### src/hw/isr_pkg.sv
package isr_pkg;
    // AXI4-Lite register byte addresses
    localparam logic [7:0] ISR_OFF_ESR = 8'h00;
    localparam logic [7:0] ISR_OFF_ESE = 8'h04;
    localparam logic [7:0] ISR_OFF_QEV = 8'h08;
    localparam logic [7:0] ISR_OFF_QEN = 8'h0c;
    localparam logic [7:0] ISR_OFF_STB = 8'h10;
    localparam logic [7:0] ISR_OFF_SRE = 8'h14;
    localparam logic [7:0] ISR_OFF_PSC = 8'h18;
    localparam logic [7:0] ISR_OFF_CMD = 8'h1c;
    localparam logic [7:0] ISR_OFF_ERRQ = 8'h20;
    localparam logic [7:0] ISR_OFF_ERRD = 8'h24;
    localparam logic [7:0] ISR_OFF_OPCQ = 8'h28;
    // Command register bits
    localparam int ISR_CMD_CLS = 0;
    localparam int ISR_CMD_PRESET = 1;
    localparam int ISR_CMD_OPC = 2;
    localparam int ISR_CMD_OPCQ = 3;
    localparam int ISR_CMD_ERRPOP = 4;
    // Standard event bit positions
    localparam int ISR_ESR_OPC = 0;
    localparam int ISR_ESR_QYE = 2;
    localparam int ISR_ESR_DDE = 3;
    localparam int ISR_ESR_EXE = 4;
    localparam int ISR_ESR_CME = 5;
    localparam int ISR_ESR_PON = 7;
    localparam logic [7:0] ISR_ESR_MASK = 8'hbd;
    // Questionable bits: volt 0, curr 1, ohm 9, lo 11, hi 12
    localparam logic [15:0] ISR_QUES_MASK = 16'h1a03;
    // Status byte bit positions
    localparam int ISR_STB_QUES = 3;
    localparam int ISR_STB_MAV = 4;
    localparam int ISR_STB_ESB = 5;
    localparam int ISR_STB_RQS = 6;
    // Error queue shape
    localparam int ISR_ERRQ_DEPTH = 20;
    localparam int ISR_ERR_CHARS = 80;
    localparam int ISR_ERRQ_AW = 5;
    localparam logic [4:0] ISR_ERRQ_LAST = 5'h13;
    localparam logic [31:0] ISR_RST_ZERO = 32'h0000_0000;
    localparam logic [1:0] ISR_RESP_OKAY = 2'b00;
    localparam logic [1:0] ISR_RESP_SLVERR = 2'b10;
    typedef enum logic [1:0] {
        ISR_BOOT_WAIT = 2'b00,
        ISR_BOOT_APPLY = 2'b01,
        ISR_BOOT_RUN = 2'b10
    } isr_boot_t;
endpackage : isr_pkg

### src/hw/isr_mem.sv
`timescale 1ns/1ps
module isr_mem #(
    parameter int DEPTH = 20,
    parameter int AW = 5,
    parameter int DW = 16
) (
    // Clock
    input wire logic clk_i,
    // Write port
    input wire logic we_i,
    input wire logic [AW-1:0] waddr_i,
    input wire logic [DW-1:0] wdata_i,
    // Read port
    input wire logic [AW-1:0] raddr_i,
    output logic [DW-1:0] rdata_o
);
    logic [DW-1:0] mem [DEPTH];
    always_ff @(posedge clk_i) begin
        if (we_i) begin
            mem[waddr_i] <= wdata_i;
        end
        rdata_o <= mem[raddr_i];
    end
endmodule : isr_mem

### src/hw/isr_nvbit.sv
`timescale 1ns/1ps
module isr_nvbit (
    // Clock
    input wire logic clk_i,
    // Write
    input wire logic we_i,
    input wire logic d_i,
    // Stored value
    output logic q_o
);
    // No reset: models the non-volatile cell
    logic bit_r;
    always_ff @(posedge clk_i) begin
        if (we_i) begin
            bit_r <= d_i;
        end
    end
    assign q_o = bit_r;
endmodule : isr_nvbit

### src/hw/isr_top.sv
`timescale 1ns/1ps
module isr_top
    import isr_pkg::*;
(
    // Clock and reset
    input wire logic clk_i,
    input wire logic resetn_i,
    // AXI4-Lite write
    input wire logic [7:0] s_axi_awaddr,
    input wire logic s_axi_awvalid,
    output logic s_axi_awready,
    input wire logic [31:0] s_axi_wdata,
    input wire logic [3:0] s_axi_wstrb,
    input wire logic s_axi_wvalid,
    output logic s_axi_wready,
    output logic [1:0] s_axi_bresp,
    output logic s_axi_bvalid,
    input wire logic s_axi_bready,
    // AXI4-Lite read
    input wire logic [7:0] s_axi_araddr,
    input wire logic s_axi_arvalid,
    output logic s_axi_arready,
    output logic [31:0] s_axi_rdata,
    output logic [1:0] s_axi_rresp,
    output logic s_axi_rvalid,
    input wire logic s_axi_rready,
    // Instrument events, one-cycle pulses; msg_avail_i and cmd_done_i are levels
    input wire logic [15:0] ques_evt_i,
    input wire logic evt_query_err_i,
    input wire logic evt_dev_err_i,
    input wire logic evt_exec_err_i,
    input wire logic evt_cmd_err_i,
    input wire logic [15:0] err_code_i,
    input wire logic overload_i,
    input wire logic msg_avail_i,
    input wire logic cmd_done_i,
    // Status byte as seen by a serial poll
    output logic [7:0] stb_o
);
    import isr_pkg::*;

    logic [7:0] esr_r, esr_nxt, ese_r, ese_nxt, sre_r, sre_nxt, stb_r, stb_nxt;
    logic [15:0] qev_r, qev_nxt, qen_r, qen_nxt;
    logic opc_pend_r, opc_pend_nxt, opcq_pend_r, opcq_pend_nxt, opcq_r, opcq_nxt;
    logic [4:0] wp_r, wp_nxt, rp_r, rp_nxt;
    logic [4:0] cnt_r, cnt_nxt;
    isr_boot_t boot_r, boot_nxt;
    logic awr_r, awr_nxt, wr_r, wr_nxt, bv_r, bv_nxt, arr_r, arr_nxt, rv_r, rv_nxt;
    logic [1:0] bresp_r, bresp_nxt, rresp_r, rresp_nxt;
    logic [31:0] rdata_r, rdata_nxt;
    logic [7:0] aw_q, aw_nxt;
    logic [35:0] wd_q, wd_nxt;
    logic aw_have, aw_have_nxt, w_have, w_have_nxt;
    logic psc_q, psc_we, psc_d, q_we;
    logic [15:0] q_rd;
    logic do_wr, do_rd;
    logic [7:0] waddr;

    function automatic logic [4:0] ptr_inc(input logic [4:0] p);
        ptr_inc = (p == ISR_ERRQ_LAST) ? 5'h00 : p + 5'h01;
    endfunction : ptr_inc

    function automatic logic [7:0] byte_mask(input logic [3:0] s);
        byte_mask = s[0] ? 8'hff : 8'h00;
    endfunction : byte_mask

    isr_nvbit u_psc (
        .clk_i(clk_i),
        .we_i(psc_we),
        .d_i(psc_d),
        .q_o(psc_q)
    );

    // queue storage; each entry is an error code naming one message
    isr_mem #(.DEPTH(ISR_ERRQ_DEPTH), .AW(ISR_ERRQ_AW), .DW(16)) u_errq (
        .clk_i(clk_i),
        .we_i(q_we),
        .waddr_i(wp_r),
        .wdata_i(err_code_i),
        .raddr_i(rp_r),
        .rdata_o(q_rd)
    );

    assign do_wr = aw_have & w_have & ~bv_r;
    assign do_rd = s_axi_arvalid & arr_r;
    assign waddr = aw_q;
    assign psc_we = do_wr && waddr == ISR_OFF_PSC && wd_q[32];
    assign psc_d = wd_q[0];
    // errors other than overload queue an entry when room remains
    assign q_we = (evt_query_err_i | evt_exec_err_i | evt_cmd_err_i |
                   (evt_dev_err_i & ~overload_i)) && cnt_r != 5'd20;

    always_comb begin
        logic [7:0] set_e;
        logic [4:0] cnt_t;
        set_e = 8'h00;
        cnt_t = cnt_r;
        esr_nxt = esr_r;
        ese_nxt = ese_r;
        sre_nxt = sre_r;
        qev_nxt = qev_r;
        qen_nxt = qen_r;
        opc_pend_nxt = opc_pend_r;
        opcq_pend_nxt = opcq_pend_r;
        opcq_nxt = opcq_r;
        wp_nxt = wp_r;
        rp_nxt = rp_r;
        boot_nxt = boot_r;
        bv_nxt = bv_r & ~s_axi_bready;
        bresp_nxt = bresp_r;
        arr_nxt = 1'b1;
        rv_nxt = rv_r & ~s_axi_rready;
        rresp_nxt = rresp_r;
        rdata_nxt = rdata_r;
        aw_nxt = aw_q;
        wd_nxt = wd_q;
        aw_have_nxt = aw_have;
        w_have_nxt = w_have;
        if (s_axi_awvalid & awr_r) begin
            aw_nxt = s_axi_awaddr;
            aw_have_nxt = 1'b1;
        end
        if (s_axi_wvalid & wr_r) begin
            wd_nxt = {s_axi_wstrb, s_axi_wdata};
            w_have_nxt = 1'b1;
        end
        awr_nxt = ~aw_have_nxt & ~bv_nxt;
        wr_nxt = ~w_have_nxt & ~bv_nxt;
        // Power-on sequence
        case (boot_r)
            ISR_BOOT_WAIT: boot_nxt = ISR_BOOT_APPLY;
            ISR_BOOT_APPLY: begin
                // clear masks only when setting is 1
                if (psc_q) begin
                    ese_nxt = 8'h00;
                    sre_nxt = 8'h00;
                end
                set_e[ISR_ESR_PON] = 1'b1;
                boot_nxt = ISR_BOOT_RUN;
            end
            default: boot_nxt = ISR_BOOT_RUN;
        endcase
        // operation complete once pending work drains
        if (opc_pend_r & cmd_done_i) begin
            set_e[ISR_ESR_OPC] = 1'b1;
            opc_pend_nxt = 1'b0;
        end
        if (opcq_pend_r & cmd_done_i) begin
            opcq_nxt = 1'b1;
            opcq_pend_nxt = 1'b0;
        end
        set_e[ISR_ESR_QYE] = evt_query_err_i;
        set_e[ISR_ESR_DDE] = evt_dev_err_i | overload_i;
        set_e[ISR_ESR_EXE] = evt_exec_err_i;
        set_e[ISR_ESR_CME] = evt_cmd_err_i;
        if (do_rd) begin
            rv_nxt = 1'b1;
            rresp_nxt = ISR_RESP_OKAY;
            rdata_nxt = ISR_RST_ZERO;
            arr_nxt = 1'b0;
            if (s_axi_araddr == ISR_OFF_ESR) begin
                // read returns weighted sum then clears
                rdata_nxt = {24'h0, esr_r};
                esr_nxt = 8'h00;
            end else if (s_axi_araddr == ISR_OFF_ESE) begin
                rdata_nxt = {24'h0, ese_r};
            end else if (s_axi_araddr == ISR_OFF_QEV) begin
                rdata_nxt = {16'h0, qev_r};
                qev_nxt = 16'h0000;
            end else if (s_axi_araddr == ISR_OFF_QEN) begin
                rdata_nxt = {16'h0, qen_r};
            end else if (s_axi_araddr == ISR_OFF_STB) begin
                rdata_nxt = {24'h0, stb_r};
            end else if (s_axi_araddr == ISR_OFF_SRE) begin
                rdata_nxt = {24'h0, sre_r};
            end else if (s_axi_araddr == ISR_OFF_PSC) begin
                rdata_nxt = {31'h0, psc_q};
            end else if (s_axi_araddr == ISR_OFF_ERRQ) begin
                rdata_nxt = {27'h0, cnt_r};
            end else if (s_axi_araddr == ISR_OFF_ERRD) begin
                rdata_nxt = (cnt_r != 5'd0) ? {16'h0, q_rd} : ISR_RST_ZERO;
            end else if (s_axi_araddr == ISR_OFF_OPCQ) begin
                rdata_nxt = {31'h0, opcq_r};
                opcq_nxt = opcq_pend_r & cmd_done_i;
            end else if (s_axi_araddr == ISR_OFF_CMD) begin
                rdata_nxt = {28'h0, opcq_pend_r, opc_pend_r, 2'b00};
            end else begin
                rresp_nxt = ISR_RESP_SLVERR;
            end
        end else begin
            arr_nxt = ~rv_nxt;
        end
        if (do_wr) begin
            aw_have_nxt = 1'b0;
            w_have_nxt = 1'b0;
            bv_nxt = 1'b1;
            bresp_nxt = ISR_RESP_OKAY;
            awr_nxt = 1'b0;
            wr_nxt = 1'b0;
            if (waddr == ISR_OFF_ESE) begin
                ese_nxt = (ese_r & ~byte_mask(wd_q[35:32])) | (wd_q[7:0] & byte_mask(wd_q[35:32]));
            end else if (waddr == ISR_OFF_QEN) begin
                if (wd_q[32]) qen_nxt[7:0] = wd_q[7:0];
                if (wd_q[33]) qen_nxt[15:8] = wd_q[15:8];
            end else if (waddr == ISR_OFF_SRE) begin
                sre_nxt = (sre_r & ~byte_mask(wd_q[35:32])) | (wd_q[7:0] & byte_mask(wd_q[35:32]));
            end else if (waddr == ISR_OFF_PSC) begin
                sre_nxt = sre_nxt;
            end else if (waddr == ISR_OFF_CMD) begin
                if (wd_q[ISR_CMD_CLS]) begin
                    esr_nxt = 8'h00;
                    qev_nxt = 16'h0000;
                    opcq_nxt = opcq_pend_r & cmd_done_i;
                    rp_nxt = wp_r;
                    cnt_t = 5'd0;
                end
                if (wd_q[ISR_CMD_PRESET]) qen_nxt = 16'h0000;
                if (wd_q[ISR_CMD_OPC]) opc_pend_nxt = 1'b1;
                if (wd_q[ISR_CMD_OPCQ]) opcq_pend_nxt = 1'b1;
                if (wd_q[ISR_CMD_ERRPOP] && cnt_t != 5'd0) begin
                    rp_nxt = ptr_inc(rp_r);
                    cnt_t = cnt_t - 5'd1;
                end
            end else begin
                bresp_nxt = ISR_RESP_SLVERR;
            end
        end
        // new events win over clears; fixed-zero bits masked
        esr_nxt = (esr_nxt | set_e) & ISR_ESR_MASK;
        qev_nxt = (qev_nxt | ques_evt_i) & ISR_QUES_MASK;
        if (q_we) begin
            wp_nxt = ptr_inc(wp_r);
            cnt_t = cnt_t + 5'd1;
        end
        cnt_nxt = cnt_t;
    end

    always_comb begin
        logic [7:0] s;
        s = 8'h00;
        s[ISR_STB_QUES] = |(qev_r & qen_r);
        s[ISR_STB_MAV] = msg_avail_i;
        s[ISR_STB_ESB] = |(esr_r & ese_r);
        s[ISR_STB_RQS] = |(s & sre_r & 8'hbf);
        stb_nxt = s;
    end

    always_ff @(posedge clk_i or negedge resetn_i) begin
        if (!resetn_i) begin
            esr_r <= 8'h00;
            stb_r <= 8'h00;
            qev_r <= 16'h0000;
            qen_r <= 16'h0000;
            {opc_pend_r, opcq_pend_r, opcq_r} <= 3'h0;
            {wp_r, rp_r, cnt_r} <= 15'h0000;
            boot_r <= ISR_BOOT_WAIT;
            {awr_r, wr_r, bv_r, arr_r, rv_r} <= 5'h00;
            bresp_r <= ISR_RESP_OKAY;
            rresp_r <= ISR_RESP_OKAY;
            rdata_r <= ISR_RST_ZERO;
            aw_q <= 8'h00;
            wd_q <= {4'h0, ISR_RST_ZERO};
            aw_have <= 1'b0;
            w_have <= 1'b0;
        end else begin
            esr_r <= esr_nxt;
            stb_r <= stb_nxt;
            qev_r <= qev_nxt;
            qen_r <= qen_nxt;
            {opc_pend_r, opcq_pend_r, opcq_r} <= {opc_pend_nxt, opcq_pend_nxt, opcq_nxt};
            {wp_r, rp_r, cnt_r} <= {wp_nxt, rp_nxt, cnt_nxt};
            boot_r <= boot_nxt;
            {awr_r, wr_r, bv_r, arr_r, rv_r} <= {awr_nxt, wr_nxt, bv_nxt, arr_nxt, rv_nxt};
            bresp_r <= bresp_nxt;
            rresp_r <= rresp_nxt;
            rdata_r <= rdata_nxt;
            aw_q <= aw_nxt;
            wd_q <= wd_nxt;
            aw_have <= aw_have_nxt;
            w_have <= w_have_nxt;
        end
    end

    // masks ride through reset; only the boot step may clear them
    always_ff @(posedge clk_i) begin
        ese_r <= ese_nxt;
        sre_r <= sre_nxt;
    end

    assign s_axi_awready = awr_r;
    assign s_axi_wready = wr_r;
    assign s_axi_bvalid = bv_r;
    assign s_axi_bresp = bresp_r;
    assign s_axi_arready = arr_r;
    assign s_axi_rvalid = rv_r;
    assign s_axi_rresp = rresp_r;
    assign s_axi_rdata = rdata_r;
    assign stb_o = stb_r;
endmodule : isr_top

### config.mk
export PLATFORM = sky130hd
export DESIGN_NAME = isr_top
export DESIGN_NICKNAME = d
export VERILOG_FILES = /design/src/hw/isr_pkg.sv /design/src/hw/isr_mem.sv /design/src/hw/isr_nvbit.sv /design/src/hw/isr_top.sv
export SDC_FILE = /design/constraint.sdc
export NUM_CORES = 1
export LEC_CHECK = 0
export ABC_AREA = 1
export BUFFER_PORTS_ARGS = -buffer_cell sky130_fd_sc_hd__buf_2
export CORE_MARGIN = 2
export CORE_UTILIZATION = 48
export CTS_CLUSTER_SIZE = 20
export DETAILED_ROUTE_END_ITERATION = 8
export PLACE_DENSITY = 0.66
export SYNTH_ARGS = -nofsm -noshare
export SYNTH_HDL_FRONTEND = slang
export SYNTH_HIERARCHICAL = 1
export SYNTH_SLANG_ARGS = --single-unit
### constraint.sdc
create_clock -name clk_i -period 4.3 [get_ports clk_i]
set_input_delay 0 -clock clk_i [delete_from_list [all_inputs] [get_ports clk_i]]
set_output_delay 0 -clock clk_i [all_outputs]
set_load 0.02 [all_outputs]
After elaboration in Yosys (flattened, before gate mapping)
Memories as Yosys holds them, arrays and structs flattened. A register that Yosys moved wholly into a read port is not among the register bits.
Index checks and enable logic that the tools add are counted.
- bitwise gates (word level): 39
- add/sub/neg operators: 4
- reduce and logical (&&, ||, !) cells: 17
- equality and inequality tests: 23
- multiplexer cells: 134
- operators with widths (cell ; number):
    $mux 16 ; 15
    $mux 8 ; 22
    $mux 13 ; 11
    $mux 5 ; 19
    $eq 8x5->1 const B ; 7
    $mux 1 ; 48
    $mux 2 ; 17
    $and 8x8->8 ; 4
    $eq 8x4->1 const B ; 3
    $eq 8x6->1 const B ; 3
    $or 8x8->8 ; 3
    $reduce_and 7->1 ; 3
    $and 13x16->16 ; 1
    $eq 8x3->1 const B ; 2
    $reduce_or 16->1 ; 1
    $add 5x1->5 const B ; 3
    $or 13x13->13 ; 1
    $and 1x1->1 ; 12
    $not 1->1 ; 12
    $eq 5x5->1 const B ; 2
    $reduce_bool 5->1 ; 2
    $and 6x8->8 ; 1
    $logic_not 8->1 ; 1
    $mux 4 ; 2
    other kinds (11) ; 22
- memories kept: 1
- word-level logic and storage cells: 245
- bits in writable memories: 320
- output and inout port bits: 49
- input bits: 98
- register bits: 153
- memory list (name ; words ; bits a word ; rd ports ; clocked after Yosys merged registers in ; wr ports ; RTL line ; source):
    u_errq.mem ; 20 ; 16 ; 1 ; 1 ; 1 ; isr_mem.sv:17 ; logic [DW-1:0] mem [DEPTH];

Depth between registers and ports, before layout
- depth after elaboration: 20
- gate-level depth with buffers: 16
- gate-level depth less buffers: 16

Modules after synthesis
The synthesis kept the hierarchy.
- modules (own cells, without submodules) (module ; area an instance (µm²) ; sequential area each (µm²) ; instances ; cells each):
    isr_mem ; 13275.2 ; 9929.5 ; 1 ; 1096
    isr_top ; 6115.9 ; 3032.9 ; 1 ; 727
    isr_nvbit ; 30.0 ; 30.0 ; 1 ; 1

Worst setup path before layout
No wires, ideal clock.
- kind: reg2reg
- start: reg cnt_r[3]
- end: mem u_errq.mem[11][0] (enable)
- setup time: 0.388 ns
- cell stages (with the launch flop): 7
- buffers on the path: 0
- required time: 3.912 ns
- period minus slack after synthesis: 2.160 ns
- arrival: 1.771 ns
- slack: 2.140 ns
- path through: dfrtp_1 > inv_1 > nand4_1 > nand2_1 > clkinv_1 > nand3_1 > nor2_1
- cells in the longest elaborated chain, start to end: 4
- RTL lines (item ; RTL line ; source):
    start, declared ; isr_top.sv:46 ; logic [4:0] cnt_r, cnt_nxt;
    start signal, assigned ; isr_top.sv:271 ; {wp_r, rp_r, cnt_r} <= {wp_nxt, rp_nxt, cnt_nxt};
    $ne 5x5->1 ; isr_top.sv:91 ; (evt_dev_err_i & ~overload_i)) && cnt_r != 5'd20;
    $logic_and 1x1->1 ; isr_top.sv:91 ;
    via q_we ; isr_top.sv:54 ; logic psc_q, psc_we, psc_d, q_we;
    $mux 1 ; isr_mem.sv:19 ; if (we_i) begin
    $mux 1 (implied by the code) ; isr_mem.sv:20 ; mem[waddr_i] <= wdata_i;
    end, declared ; isr_mem.sv:17 ;
The timed path passes the listed nets, and every way through them passes these cells.

Worst setup path in the final report
- start: reg cnt_r[3]
- end: mem u_errq.mem[11][1] (enable)
The elaborated chain is that of the path after synthesis.

==> metrics.txt <==
met3 Use GR=0.0296; Synthesis Warnings=6; port buffer count=95; CP startpoint kind=flop; layer carrying the most global-route usage=met2; LEAKAGE=9.22 nW; H-tree depth=2; critical path cell sequence=inv_1 -> nand4_1 -> nand2_1 -> clkinv_1 -> nand3_1 -> nor2_1 -> buf_4; met1 Use GR=0.301; R2R setup slack=1490 ps; Syn Inst Count=1,824; Final Power=0.0137 W; vias in the first global route=13,300; Post-CTS Setup Bufs=0; ys async rst share=0.224; Site Rows=73; Post-synth EDFFs=337; die area=42,100 µm²; Setup crit end kind=flop; GRT Total Usage=0.225; Peak VDD IR=0.451 mV; core area=between 30,000 and 40,000 µm²; detailed-route wire length per cell=18.5 µm; WP data arrival=3110 ps; cell family with most CP delay=simple AND/OR/NAND/NOR gates; max-cap violations=0; crit path time final=roughly 2800 ps; share of the synthesized area in the top cell type=0.521; share of cells above drive strength 1=0.120; clock-pin slew on the worst setup and hold paths=around 60 ps; setup TNS=0 ps; met2 Track Usage GR=0.367; vias=approximately 14,000; fin nets=roughly 2,100; largest cells by area after synthesis=edfxtp_1 (52%), dfrtp_1 (13%), nand2_1 (10%), nand3_1 (6.8%), nor2_1 (2.2%); Synth Area in Compound Gates=0.0559; CTS tree=yes; WP data required=4600 ps; CTS sink cnt=~460; Final Util=0.564; post-synthesis simple-gate area fraction=0.208; Avg Inst Size Synth=10.6 µm²; Cell variety after synth=55; RSZ-0062 raised after global routing=false; Starting Density=0.488; Synth Flop Type=edfxtp_1; Final setup viols=0; Max Freq=0.356 GHz; Slew HR=0.257; GPL Wtd Cong=0.904; first-pass detailed-route iteration total=5; IO Count=147; status=finished clean; Inserted Clock Buffers=47; Adder-Cell Fraction of Synth Area=0.00322; Vias/cell=5.38; Post-route DRC=0; max-slew violations=0; global-route wire length before repair=72.3 mm; Detailed Place HPWL=28.3 mm; largest net degree at the start of global routing=95; clk_skew=28.2 ps; crit-path max FO=10; register bit total from synthesis=between 400 and 500; largest family of logic cells by synthesized area=simple AND/OR/NAND/NOR gates; Power per Cell Area=608 nW/µm²; Post-Synth XOR/XNOR Area=0.00445; Die Ht=205 µm; antenna viol nets, final=0; root buffer cell=clkbuf_16; area delta synth->final=15.7%; drt total wl=47.3 mm; Bufs on Longest Clock Path=3; register area share after synthesis=0.669; grt total ovfl=0; Final Hold Viols=0; clk_lat worst skew=roughly 600 ps; initial drt markers=1,322; critical path class=reg2reg; Netlist Area Pre-Place=between 15,000 and 20,000 µm²; Hold Crit Class=in2async; crit-path max cell delay=~900 ps; post-synthesis mux area share=0.00457; slowest cell on the critical path=nor2_1; slew at the pin with the worst max-slew slack=roughly 1100 ps; WP buf/inv=3; Die X=205 µm; Synth area leader=edfxtp_1; initial antenna violation count=0; Tcrit/Tclk final=0.654; ANT cells=0
-- routing by layer --
layer / part of all wire / vias up
li1: - / 6524
met1: 0.42 / 6612
met2: 0.47 / 473
met3: 0.061 / 112
met4: 0.040 / 0
met5: 0 / -
-- cell usage in the layout (no fill, tap or decap), types with 3 or more instances in the layout --
cell and n:
a21o_1 6, a21oi_1 48, a31o_2 6, a31oi_1 6, buf_2 94, buf_4 29, bufinv_16 4, clkbuf_1 13
clkbuf_16 47, clkinv_1 11, clkinv_2 7, conb_1 22, dfrtp_1 100, dfxtp_1 16, dlygate4sd3_1 70, edfxtp_1 337
ha_1 5, inv_1 100, inv_2 5, inv_6 3, mux2_2 7, nand2_1 529, nand2_2 7, nand2_4 4
nand3_1 262, nand3_2 3, nand4_1 4, nor2_1 113, nor2_2 4, nor3_1 6, o211ai_1 7, o21ai_0 71
o21ai_1 6, o22ai_1 26, or2_2 4, xnor2_1 3, xor2_1 5
-- synthesized netlist by cell type, types with 3 or more instances --
cell and count:
nand4_1 4, buf_2 31, nor3_1 6, nor2_2 4, mux2_2 7, nand3_1 262, a21oi_1 48, o21ai_1 6
a21o_1 6, edfxtp_1 337, nand2_2 7, xnor2_1 3, or2_2 4, nand2_1 529, a31o_2 6, nand2_4 4
inv_1 100, inv_2 6, o21ai_0 71, dfxtp_1 16, nor2_1 113, ha_1 5, buf_1 4, o22ai_1 26
o211ai_1 7, clkbuf_1 24, buf_4 31, a31oi_1 6, dfrtp_1 102, xor2_1 5, buf_6 10, nand3_2 3
-- logic make-up after synthesis --
kind of cell,count (synthesis)
xor+xnor,9
fa+ha+maj,5
simple gates,946
buf+inv,212
mux,8
compound gates,188
flops,455
other cells,1
-- timing repair --
action,CTS,global route
gates resized for setup,0,0
hold buffers,70,0
endpoints found under the hold margin,420,0
-- final timing paths --
| check | to | cells past startpoint | startpoint |
|---|---|---|---|
| worst max register to register | u_errq/mem[11][1]$_DFFE_PP_ | 7 | cnt_r[3]$_DFF_PN0_ |
| worst min-delay path | esr_r[4]$_DFF_PN0_ | 2 | resetn_i |
| worst max-delay path | u_errq/mem[11][1]$_DFFE_PP_ | 7 | cnt_r[3]$_DFF_PN0_ |
| max in group asynchronous | rp_r[1]$_DFFE_PN0P_ | 3 | resetn_i |
| worst min register to register | boot_r[0]$_DFF_PN0_ | 1 | boot_r[0]$_DFF_PN0_ |
| min in group clk_i | s_axi_rresp[1]$_DFFE_PN0P_ | 7 | s_axi_araddr[1] |
-- flip-flops by register name (all words and copies together) (netlist names), 5 cells and up, named ones only --
name            cells
wp_r                5
aw_q                8
u_errq/rdata_o     16
esr_r               6
rp_r                5
qev_r               5
cnt_r               5
wd_q               18
u_errq/mem        320
qen_r              16
s_axi_rdata        16
-- final cells by class --
type	count	area, µm²
clock inverter	24	256
sequential	455	13000
timing repair buffer	195	1430
inverter	110	419
multi-input combinational	1178	5450
clock buffer	62	1250
fill	3384	17400
tap	525	657
-- where the power goes --
group / switching (W) / internal [W]
registers: 0.000399 / 0.00546
clock network: 0.00169 / 0.00230
logic: 0.00266 / 0.00114
total: 0.00475 / 0.00890
-- through the flow --
stage               cell area [µm²]  setup WS (ps)  instances  hold slack (ps)
finish                        22500           1490       2549             9.06
global route                  22500           1300       2549             72.3
CTS                           22500           1520       2549             10.0
detailed placement            20300           1510       2393             94.3
global placement              20300           1650       2393             87.5
floorplan                     19500           2140       1845             -296
No activity file was read; power rests on OpenSTA's default activity.
